File: config.mk
export PLATFORM = sky130hd
export DESIGN_NAME = hwcur_ctrl
export DESIGN_NICKNAME = d
export VERILOG_FILES = /design/src/hdl/hwcur_pkg.sv /design/src/hdl/hwcur_ctrl.sv
export VERILOG_INCLUDE_DIRS = /design/src /design/src/hdl
export SDC_FILE = /design/constraint.sdc
export NUM_CORES = 1
export LEC_CHECK = 0
export ABC_AREA = 1
export BUFFER_PORTS_ARGS = -buffer_cell sky130_fd_sc_hd__buf_2
export CAP_MARGIN = 20
export CORE_MARGIN = 2
export CORE_UTILIZATION = 35
export DETAILED_ROUTE_END_ITERATION = 10
export PLACE_DENSITY_LB_ADDON = 0.05
export SETUP_SLACK_MARGIN = 0.2
export SLEW_MARGIN = 15
export SYNTH_ARGS = -nofsm -noshare
export SYNTH_HDL_FRONTEND = slang
export SYNTH_SLANG_ARGS = --single-unit
File: constraint.sdc
create_clock -name pclk -period 7.1 [get_ports pclk]
set_input_delay 0.71 -clock pclk [delete_from_list [all_inputs] [get_ports pclk]]
set_output_delay 0.71 -clock pclk [all_outputs]
set_load 0.02 [all_outputs]
File: src/hdl/hwcur_params.svh
// Constants for the cursor and icon overlay control block
`ifndef HWCUR_PARAMS_SVH
`define HWCUR_PARAMS_SVH

// APB byte offsets
`define HWCUR_APB_INDEX_OFS      12'h000
`define HWCUR_APB_DATA_OFS       12'h004

// Indexed registers
`define HWCUR_IDX_XPOS           5'h10
`define HWCUR_IDX_YPOS           5'h11
`define HWCUR_IDX_OVL_CTL        8'h12
`define HWCUR_IDX_PAT_SEL        8'h13
`define HWCUR_IDX_MAP_CFG        8'h21
`define HWCUR_IDX_ICON0_CTL      8'h2a
`define HWCUR_IDX_ICON3_CTL      8'h2d
`define HWCUR_IDX_FINE_EXT       8'h2e

// Overlay control bits
`define HWCUR_OVL_ENABLE         0
`define HWCUR_OVL_PAL_ACCESS     1
`define HWCUR_OVL_SIZE64         2
`define HWCUR_OVL_ICON_MOVE      3

// Icon control bits
`define HWCUR_ICN_ENABLE         0
`define HWCUR_ICN_THREE_COLOUR   1
`define HWCUR_ICN_BLINK          2
`define HWCUR_ICN_DBL_H          3
`define HWCUR_ICN_DBL_V          4
`define HWCUR_ICN_MAP_SEL        5
`define HWCUR_ICN_FINE_MSB       6
`define HWCUR_ICN_HALF_RATE      7

// Other bits
`define HWCUR_FINE_EXT_BIT       0
`define HWCUR_MAP_CFG_64         4

// Display memory word addresses
`define HWCUR_CURSOR_BASE        18'h3f800
`define HWCUR_ICON_BASE          18'h3f000
`define HWCUR_PAT32_WORDS        18'h00040
`define HWCUR_PAT64_WORDS        18'h00100
`define HWCUR_PLANE32_WORDS      18'h00020
`define HWCUR_ICON_MAP_WORDS     18'h00100

// Extra palette entries
`define HWCUR_CUR_COLOUR0_IDX    8'h00
`define HWCUR_CUR_COLOUR1_IDX    8'h0f
`define HWCUR_ICON_COLOUR0_IDX   8'h03

// Reset values
`define HWCUR_RST_BYTE           8'h00
`define HWCUR_RST_POS            11'h000

`endif

File: src/hdl/hwcur_pkg.sv
// Types for the cursor and icon overlay control block
package hwcur_pkg;

  typedef struct packed {
    logic [7:0]       idx;
    logic [7:0]       ovl;
    logic [7:0]       pat;
    logic [7:0]       mapc;
    logic [7:0]       fext;
    logic [3:0][7:0]  ictl;
    logic [10:0]      hold_x;
    logic             hold_fine;
    logic [10:0]      cur_x;
    logic [10:0]      cur_y;
    logic             cur_fine;
    logic [10:0]      ico_x;
    logic [10:0]      ico_y;
    logic             ico_fine;
    logic [31:0]      prdata;
    logic [7:0]       pix_index;
    logic             pix_extra;
    logic             pix_invert;
    logic [17:0]      cur_a0;
    logic [17:0]      cur_a1;
    logic [17:0]      ico_a0;
    logic [17:0]      ico_a1;
  } hwcur_state_t;

endpackage : hwcur_pkg

File: src/hdl/hwcur_ctrl.sv
// Cursor and icon overlay control with APB register access
`timescale 1ns/100ps
`default_nettype none
`include "hwcur_params.svh"

// What this block does
// RQ1: Hold X; apply with Y on Y write
// RQ2: Position low bits from index 7:5
// RQ3: Index bits 4:0 select position register
// RQ4: Fine-position MSB from extension bit 0 for the cursor, icon 0 control bit 6 for icons
// RQ5: Control bit 1 opens extra palette entries
// RQ6: Control bit 2 picks 32 or 64 size
// RQ7: Control bit 3 routes cursor or icon
// RQ8: Control bit 0 enables cursor display
// RQ9: 32x32 mode uses pattern bits 4:0
// RQ10: 64x64 mode uses pattern bits 4:2
// RQ11: 32x32 pattern is two 128-byte planes
// RQ12: 64x64 pattern interleaves planes per line
// RQ13: Cursor top 8K, icons next 8K
// RQ14: Software sets map config bit 4 first
// RQ15: Cursor area blocks from 3F800 upward
// RQ16: Icon pixel two bits, four colours
// RQ17: Icon colours from extra entries 03h-06h
// RQ18: Cursor above icons above display
// RQ19: Icons 64x64, each axis doubles
// RQ20: Hot spot; icons stacked left-aligned
// RQ21: Per-icon enable, mode, blink, doubling, map
// RQ22: Eight maps: pairs or all icon 0
module hwcur_ctrl #(
  parameter int POS_W = 11
) (
  input  wire logic              pclk,
  input  wire logic              presetn,
  input  wire logic              psel,
  input  wire logic              penable,
  input  wire logic              pwrite,
  input  wire logic [11:0]       paddr,
  input  wire logic [31:0]       pwdata,
  output logic                   pready,
  output logic                   pslverr,
  output logic      [31:0]       prdata,
  input  wire logic [POS_W-1:0]  scr_x,
  input  wire logic [POS_W-1:0]  scr_y,
  input  wire logic              blink_phase,
  input  wire logic              blink_half_phase,
  input  wire logic [7:0]        display_index,
  input  wire logic              cursor_b0,
  input  wire logic              cursor_b1,
  input  wire logic              icon_b0,
  input  wire logic              icon_b1,
  output logic                   palette_extra_access,
  output logic                   cursor_size64,
  output logic [POS_W-1:0]       cursor_x,
  output logic [POS_W-1:0]       cursor_y,
  output logic                   cursor_fine_msb,
  output logic [POS_W-1:0]       icon_x,
  output logic [POS_W-1:0]       icon_y,
  output logic                   icon_fine_msb,
  output logic [17:0]            cursor_addr_b0,
  output logic [17:0]            cursor_addr_b1,
  output logic [17:0]            icon_addr_b0,
  output logic [17:0]            icon_addr_b1,
  output logic [7:0]             pix_index,
  output logic                   pix_extra,
  output logic                   pix_invert
);

  hwcur_pkg::hwcur_state_t st;
  hwcur_pkg::hwcur_state_t next_st;

  // ----------------------------------------------------------------
  // Helpers
  // ----------------------------------------------------------------
  function automatic logic in_span(input logic [POS_W-1:0] pos,
                                   input logic [POS_W-1:0] start,
                                   input logic [POS_W:0]   len);
    logic [POS_W:0] d;
    d = {1'b0, pos} - {1'b0, start};
    in_span = (pos >= start) && (d < len);
  endfunction : in_span

  function automatic logic [POS_W-1:0] offset(input logic [POS_W-1:0] pos,
                                              input logic [POS_W-1:0] start);
    offset = pos - start;
  endfunction : offset

  // ----------------------------------------------------------------
  // Bus decode
  // ----------------------------------------------------------------
  logic setup_ph;
  logic wr_acc;
  logic hit_index;
  logic hit_data;
  logic [7:0] wbyte;
  logic [7:0] rd_byte;

  assign pready    = 1'b1;
  assign setup_ph  = psel && !penable;
  assign wr_acc    = psel && penable && pwrite;
  assign hit_index = (paddr == `HWCUR_APB_INDEX_OFS);
  assign hit_data  = (paddr == `HWCUR_APB_DATA_OFS);
  assign pslverr   = psel && penable && !(hit_index || hit_data);
  assign wbyte     = pwdata[7:0];

  // Readback of the indexed register under the current index
  always_comb
  begin
    rd_byte = 8'h00;
    if (st.idx[4:0] == `HWCUR_IDX_XPOS)
    begin
      rd_byte = st.ovl[`HWCUR_OVL_ICON_MOVE] ? st.ico_x[10:3] : st.cur_x[10:3];
    end
    else if (st.idx[4:0] == `HWCUR_IDX_YPOS)
    begin
      rd_byte = st.ovl[`HWCUR_OVL_ICON_MOVE] ? st.ico_y[10:3] : st.cur_y[10:3];
    end
    else if (st.idx == `HWCUR_IDX_OVL_CTL)
    begin
      rd_byte = st.ovl;
    end
    else if (st.idx == `HWCUR_IDX_PAT_SEL)
    begin
      rd_byte = st.pat;
    end
    else if (st.idx == `HWCUR_IDX_MAP_CFG)
    begin
      rd_byte = st.mapc;
    end
    else if (st.idx == `HWCUR_IDX_FINE_EXT)
    begin
      rd_byte = st.fext;
    end
    else if (st.idx >= `HWCUR_IDX_ICON0_CTL && st.idx <= `HWCUR_IDX_ICON3_CTL)
    begin
      rd_byte = st.ictl[st.idx[1:0] - 2'd2];
    end
  end

  // ----------------------------------------------------------------
  // Cursor geometry and pattern addressing
  // ----------------------------------------------------------------
  logic            size64;
  logic [POS_W:0]  cur_len;
  logic            cur_hit;
  logic [POS_W-1:0] cur_lx;
  logic [POS_W-1:0] cur_ly;
  logic [17:0]     cur_base;
  logic [17:0]     cur_row0;

  assign size64  = st.ovl[`HWCUR_OVL_SIZE64];
  assign cur_len = size64 ? (POS_W+1)'(64) : (POS_W+1)'(32);
  assign cur_hit = in_span(scr_x, st.cur_x, cur_len) && in_span(scr_y, st.cur_y, cur_len);
  assign cur_lx  = offset(scr_x, st.cur_x);
  assign cur_ly  = offset(scr_y, st.cur_y);

  always_comb
  begin
    if (size64)
    begin
      cur_base = `HWCUR_CURSOR_BASE + 18'(st.pat[4:2]) * `HWCUR_PAT64_WORDS; // RQ10 RQ15
      cur_row0 = cur_base + 18'({cur_ly[5:0], 2'b00}) + 18'(cur_lx[5]);      // RQ12
    end
    else
    begin
      cur_base = `HWCUR_CURSOR_BASE + 18'(st.pat[4:0]) * `HWCUR_PAT32_WORDS; // RQ9 RQ15
      cur_row0 = cur_base + 18'(cur_ly[4:0]);                               // RQ11
    end
  end

  // ----------------------------------------------------------------
  // Icon stack geometry and map addressing
  // ----------------------------------------------------------------
  logic            eight_maps;
  logic [3:0]      ico_hit;
  logic [1:0]      ico_num;
  logic            ico_any;
  logic [POS_W-1:0] ico_top [4];
  logic [POS_W:0]   ico_w   [4];
  logic [POS_W:0]   ico_h   [4];
  logic [POS_W-1:0] ico_lx;
  logic [POS_W-1:0] ico_ly;
  logic [2:0]      ico_map;
  logic [17:0]     ico_row;

  assign eight_maps = (st.fext[2:1] != 2'b00); // RQ22

  always_comb
  begin
    for (int n = 0; n < 4; n++)
    begin
      ico_w[n] = st.ictl[n][`HWCUR_ICN_DBL_H] ? (POS_W+1)'(128) : (POS_W+1)'(64); // RQ19
      ico_h[n] = st.ictl[n][`HWCUR_ICN_DBL_V] ? (POS_W+1)'(128) : (POS_W+1)'(64); // RQ19
    end
    ico_top[0] = st.ico_y;                                                         // RQ20
    for (int n = 1; n < 4; n++)
    begin
      ico_top[n] = ico_top[n-1] + ico_h[n-1][POS_W-1:0];                           // RQ20
    end
    for (int n = 0; n < 4; n++)
    begin
      ico_hit[n] = st.ictl[n][`HWCUR_ICN_ENABLE]
                   && !(eight_maps && n != 0)                                       // RQ22
                   && in_span(scr_x, st.ico_x, ico_w[n])
                   && in_span(scr_y, ico_top[n], ico_h[n]);                         // RQ21
    end
    ico_any = |ico_hit;
    ico_num = 2'd0;
    for (int n = 3; n >= 0; n--)
    begin
      if (ico_hit[n])
      begin
        ico_num = 2'(n);
      end
    end
  end

  always_comb
  begin
    ico_lx = offset(scr_x, st.ico_x) >> st.ictl[ico_num][`HWCUR_ICN_DBL_H];
    ico_ly = offset(scr_y, ico_top[ico_num]) >> st.ictl[ico_num][`HWCUR_ICN_DBL_V];
    if (ico_num == 2'd0 && eight_maps)
    begin
      ico_map = {st.fext[2:1], st.ictl[0][`HWCUR_ICN_MAP_SEL]};  // RQ22
    end
    else
    begin
      ico_map = {ico_num, st.ictl[ico_num][`HWCUR_ICN_MAP_SEL]}; // RQ21 RQ22
    end
    ico_row = `HWCUR_ICON_BASE + 18'(ico_map) * `HWCUR_ICON_MAP_WORDS
              + 18'({ico_ly[5:0], 2'b00}) + 18'(ico_lx[5]);      // RQ13
  end

  // ----------------------------------------------------------------
  // Pixel priority and colour selection
  // ----------------------------------------------------------------
  logic       ico_blank;
  logic [7:0] mix_index;
  logic       mix_extra;
  logic       mix_invert;
  logic [1:0] ico_code;

  assign ico_code = {icon_b0, icon_b1};

  always_comb
  begin
    ico_blank = 1'b0;
    if (st.ictl[ico_num][`HWCUR_ICN_BLINK])
    begin
      ico_blank = st.ictl[ico_num][`HWCUR_ICN_HALF_RATE] ? !blink_half_phase : !blink_phase;
    end
    mix_index  = display_index;
    mix_extra  = 1'b0;
    mix_invert = 1'b0;
    if (ico_any && !ico_blank)
    begin
      if (!(ico_code == 2'b00 && st.ictl[ico_num][`HWCUR_ICN_THREE_COLOUR]))
      begin
        // Bit 1 alone is colour 1, bit 0 alone is colour 2
        mix_index = `HWCUR_ICON_COLOUR0_IDX + 8'({icon_b0, icon_b1}); // RQ16 RQ17
        mix_extra = 1'b1;                                             // RQ17
      end
    end
    if (st.ovl[`HWCUR_OVL_ENABLE] && cur_hit)                         // RQ8
    begin
      unique case ({cursor_b0, cursor_b1})                            // RQ18
        2'b00:
        begin
          mix_invert = 1'b0;
        end
        2'b01:
        begin
          mix_index  = display_index;
          mix_extra  = 1'b0;
          mix_invert = 1'b1;
        end
        2'b10:
        begin
          mix_index = `HWCUR_CUR_COLOUR0_IDX;
          mix_extra = 1'b1;
        end
        2'b11:
        begin
          mix_index = `HWCUR_CUR_COLOUR1_IDX;
          mix_extra = 1'b1;
        end
      endcase
    end
  end

  // ----------------------------------------------------------------
  // Next state
  // ----------------------------------------------------------------
  always_comb
  begin
    next_st = st;
    if (setup_ph && !pwrite)
    begin
      next_st.prdata = hit_index ? {24'h000000, st.idx}
                     : hit_data  ? {24'h000000, rd_byte} : 32'h00000000;
    end
    if (wr_acc && hit_index)
    begin
      next_st.idx = wbyte;
    end
    if (wr_acc && hit_data)
    begin
      if (st.idx[4:0] == `HWCUR_IDX_XPOS)                             // RQ3
      begin
        next_st.hold_x    = {wbyte, st.idx[7:5]};                     // RQ1 RQ2
        next_st.hold_fine = st.ovl[`HWCUR_OVL_ICON_MOVE]
                            ? st.ictl[0][`HWCUR_ICN_FINE_MSB]
                            : st.fext[`HWCUR_FINE_EXT_BIT];           // RQ4
      end
      else if (st.idx[4:0] == `HWCUR_IDX_YPOS)                        // RQ3
      begin
        if (st.ovl[`HWCUR_OVL_ICON_MOVE])                             // RQ7
        begin
          next_st.ico_x    = st.hold_x;                               // RQ1
          next_st.ico_fine = st.hold_fine;
          next_st.ico_y    = {wbyte, st.idx[7:5]};                    // RQ2
        end
        else
        begin
          next_st.cur_x    = st.hold_x;                               // RQ1
          next_st.cur_fine = st.hold_fine;                            // RQ4
          next_st.cur_y    = {wbyte, st.idx[7:5]};                    // RQ2
        end
      end
      else if (st.idx == `HWCUR_IDX_OVL_CTL)
      begin
        next_st.ovl = wbyte;
      end
      else if (st.idx == `HWCUR_IDX_PAT_SEL)
      begin
        next_st.pat = wbyte;
      end
      else if (st.idx == `HWCUR_IDX_MAP_CFG)
      begin
        next_st.mapc = wbyte;
      end
      else if (st.idx == `HWCUR_IDX_FINE_EXT)
      begin
        next_st.fext = wbyte;
      end
      else if (st.idx >= `HWCUR_IDX_ICON0_CTL && st.idx <= `HWCUR_IDX_ICON3_CTL)
      begin
        next_st.ictl[st.idx[1:0] - 2'd2] = wbyte;
      end
    end
    next_st.cur_a0     = cur_row0;
    next_st.cur_a1     = size64 ? cur_row0 + 18'd2 : cur_row0 + `HWCUR_PLANE32_WORDS; // RQ11 RQ12
    next_st.ico_a1     = ico_row;
    next_st.ico_a0     = ico_row + 18'd2;
    next_st.pix_index  = mix_index;
    next_st.pix_extra  = mix_extra;
    next_st.pix_invert = mix_invert;
  end

  // ----------------------------------------------------------------
  // State register
  // ----------------------------------------------------------------
  always_ff @(posedge pclk or negedge presetn)
  begin
    if (!presetn)
    begin
      st <= '0;
    end
    else
    begin
      st <= next_st;
    end
  end

  // ----------------------------------------------------------------
  // Outputs
  // ----------------------------------------------------------------
  assign prdata               = st.prdata;
  assign palette_extra_access = st.ovl[`HWCUR_OVL_PAL_ACCESS]; // RQ5
  assign cursor_size64        = size64;                        // RQ6
  assign cursor_x             = st.cur_x;
  assign cursor_y             = st.cur_y;
  assign cursor_fine_msb      = st.cur_fine;
  assign icon_x               = st.ico_x;
  assign icon_y               = st.ico_y;
  assign icon_fine_msb        = st.ico_fine;
  assign cursor_addr_b0       = st.cur_a0;
  assign cursor_addr_b1       = st.cur_a1;
  assign icon_addr_b0         = st.ico_a0;
  assign icon_addr_b1         = st.ico_a1;
  assign pix_index            = st.pix_index;
  assign pix_extra            = st.pix_extra;
  assign pix_invert           = st.pix_invert;

endmodule : hwcur_ctrl

`default_nettype wire

==> flow_summary.json <==
{
  "worstPathRequired_ps": 7450,
  "final_area_sq_um": 14700,
  "dp_hpwl_microns": 34800,
  "crit_chain": "inv_1 > ha_1 > fa_1 > inv_1 > fa_1 > fa_1 > ha_1 > xnor2_1 > ha_1 > nor4_1 > nand3_1 > nor2_1 > nand3_1 > o21ai_2 > nand3_1 > nand3_1 > nand3_1 > nand3_2 > nand3_2 > a21oi_4 > nor2_2",
  "tightestPinTransition_ps": 1030,
  "grt.total_usage": 0.220,
  "hold_violations": 0,
  "vias": 11953,
  "fillers": 4200,
  "placed_cell_area_sq_um": 14100,
  "layout-drive-gt1-share": 0.153,
  "finalCritPeriodShare": 0.820,
  "grt_pass1_wl_microns": 68000,
  "design.core.area_sq_um": 38600,
  "cp.arrival_ps": 6170,
  "cts_setup_buffers": 0,
  "tns_ps": 0,
  "ys_types": 55,
  "pin_count": 249,
  "drt_first_pass_iters": 6,
  "drt-initial-drc-count": 816,
  "grt_overflow": 0,
  "synth_common_cells": "440 x nand2_1, 238 x inv_1, 192 x o21ai_0",
  "drcViolationCount": 0,
  "relSlewSlack": 0.308,
  "clk_latency_ps": 460,
  "finalSetupViolCount": 0,
  "cellPowerDensity_nw_per_um2": 169,
  "leakage_nw": 7.33,
  "drv_slew": 0,
  "min_period_ps": 5820,
  "async_reset_ff_frac": 1.00,
  "syn_inst": 1885,
  "gp_congestion": 0.918,
  "yosysTopAreaCellShare": 0.342,
  "area_growth_syn_to_layout_pct": 7.76,
  "via_per_inst": 4.84,
  "fp-row-count": 72,
  "synth_area_sq_um": 13600,
  "synth.most_common_cell": "nand2_1",
  "cts_buffers": 17,
  "crit_top_cell": "nand3_1",
  "rsz0062_at_grt": "no",
  "drv_cap": 0,
  "hp-class": "input port to async pin",
  "total_power_mw": 2.48,
  "start_kind": "flop",
  "max_stage_delay_ps": 630,
  "synth_seq_area_share": 0.342,
  "clk_pin_slew_ps": 70,
  "grt_max_degree": 114,
  "run_status": "finished, final reports clean",
  "cts_root_buffer": "clkbuf_16",
  "endpoint_kind": "flop",
  "first_global_vias": 11534,
  "syn_area_per_cell_sq_um": 7.23,
  "path_buf_inv": 2,
  "start_util": 0.353,
  "port_buffers": 196,
  "synth_top_area_cell": "dfrtp_1",
  "ys_warn_count": 0,
  "routed_wl_microns": 44500,
  "synth_edf_count": 0,
  "ys_ff_latch": 186,
  "critPathMaxFanout": 8,
  "worstSetupPathType": "flop to flop",
  "cp_slowest_cell": "fa_1",
  "max_freq_mhz": 172,
  "antenna_found_initial": 1,
  "cts_tree": "built",
  "skew_ps": 13.5,
  "synthTopCellsByArea": "dfrtp_1 34%, nand2_1 12%, buf_4 8.7%",
  "cts_resized": 0,
  "die_h_microns": 201,
  "n_antenna_cell": 0,
  "clock-sinks": 186,
  "cts_max_level": 4,
  "cts_buffer_depth": 2,
  "die-area_sq_um": 40500,
  "ys.flop_type": "dfrtp_1",
  "die-width_microns": 201,
  "cp_top_family": "adder cells",
  "hold_buffers": 0,
  "fin_util": 0.381,
  "wl_per_cell_microns": 18.0,
  "fin_nets": 2106,
  "ant_nets": 0,
  "irDropWorstVdd_mv": 0.185
}
-- cells by family (layout without fill, tap and decap cells) --
family	count (synthesis)	count (layout)	share of synthesized area
AND/OR/NAND/NOR	813	813	0.262
buffers and inverters	454	489	0.170
AO/OA/AOI/OAI	317	317	0.129
flip-flops	186	186	0.342
adder cells (fa/ha/maj)	80	80	0.0762
XOR/XNOR	31	31	0.0199
other	2	36	0.000551
multiplexers	2	2	0.00147
-- final cells by class --
class | count | area (sq um) | share of cell area
multi-input combinational | 1279 | 6790 | 0.462
sequential | 186 | 4650 | 0.317
timing repair buffer | 203 | 1040 | 0.0710
inverter | 254 | 953 | 0.0649
tap | 518 | 648 | 0.0441
clock buffer | 19 | 443 | 0.0302
clock inverter | 13 | 158 | 0.0107
-- worst paths after layout --
path	slack, ps	cells after the start	to	start
setup / recovery	1280	21	pix_index[7]	st[176]
hold / removal	340	1	st[160]	presetn
setup reg to reg	1280	21	pix_index[7]	st[176]
hold reg to reg	440	0	cursor_addr_b1[10]	st[224]
max in group asynchronous	5210	2	icon_y[1]	presetn
min in group pclk	440	0	cursor_addr_b1[10]	st[224]
-- report_power, final --
part           switching, mW  internal (mW)  total (mW)
registers            0.00722           1.08        1.08
clock network          0.469          0.539        1.01
logic                  0.270          0.118       0.388
-- cells in the final DEF (no fill, tap or decap), drive strengths merged, types with 21 or more instances in the layout --
master	count
o21ai	203
conb	36
nor2	148
nand2	457
dfrtp	186
nand4	37
ha	75
nor3	21
a21oi	58
nand3	135
buf	202
inv	257
-- sequential cells by signal, summed over array words and instances (netlist names) --
register / flops
st: 82
cursor_addr_b1: 18
cursor_x: 11
cursor_y: 11
icon_addr_b1: 11
icon_x: 11
icon_y: 11
cursor_addr_b0: 9
pix_index: 8
prdata: 8
cursor_fine_msb: 1
cursor_size64: 1
icon_fine_msb: 1
palette_extra_access: 1
pix_extra: 1
pix_invert: 1
-- worst reg2reg max path, cell delays in order (launching register included) --
cell	delay (ps)
dfrtp_1	440
inv_1	150
ha_1	240
fa_1	520
inv_1	90
fa_1	630
fa_1	450
ha_1	340
xnor2_1	170
ha_1	210
nor4_1	580
nand3_1	180
nor2_1	130
nand3_1	140
o21ai_2	200
nand3_1	380
nand3_1	230
nand3_1	110
nand3_2	120
nand3_2	120
a21oi_4	240
nor2_2	50
-- stage by stage --
step | cells | setup slack [ps] | hold WS [ps]
global placement | 2440 | 1400 | 436
CTS | 2472 | 1310 | 406
global route | 2472 | 909 | 440
floorplan | 1919 | 2440 | 388
detailed placement | 2440 | 1320 | 440
finish | 2472 | 1280 | 342
-- layer usage --
metal,up-vias,GRT usage,wire length [microns]
met2,283,0.360,20400
met3,47,0.0293,1820
met1,5574,0.303,21300
met5,-,0,0
li1,6049,-,-
met4,0,0.0638,973
No activity file was read; power rests on OpenSTA's default activity.
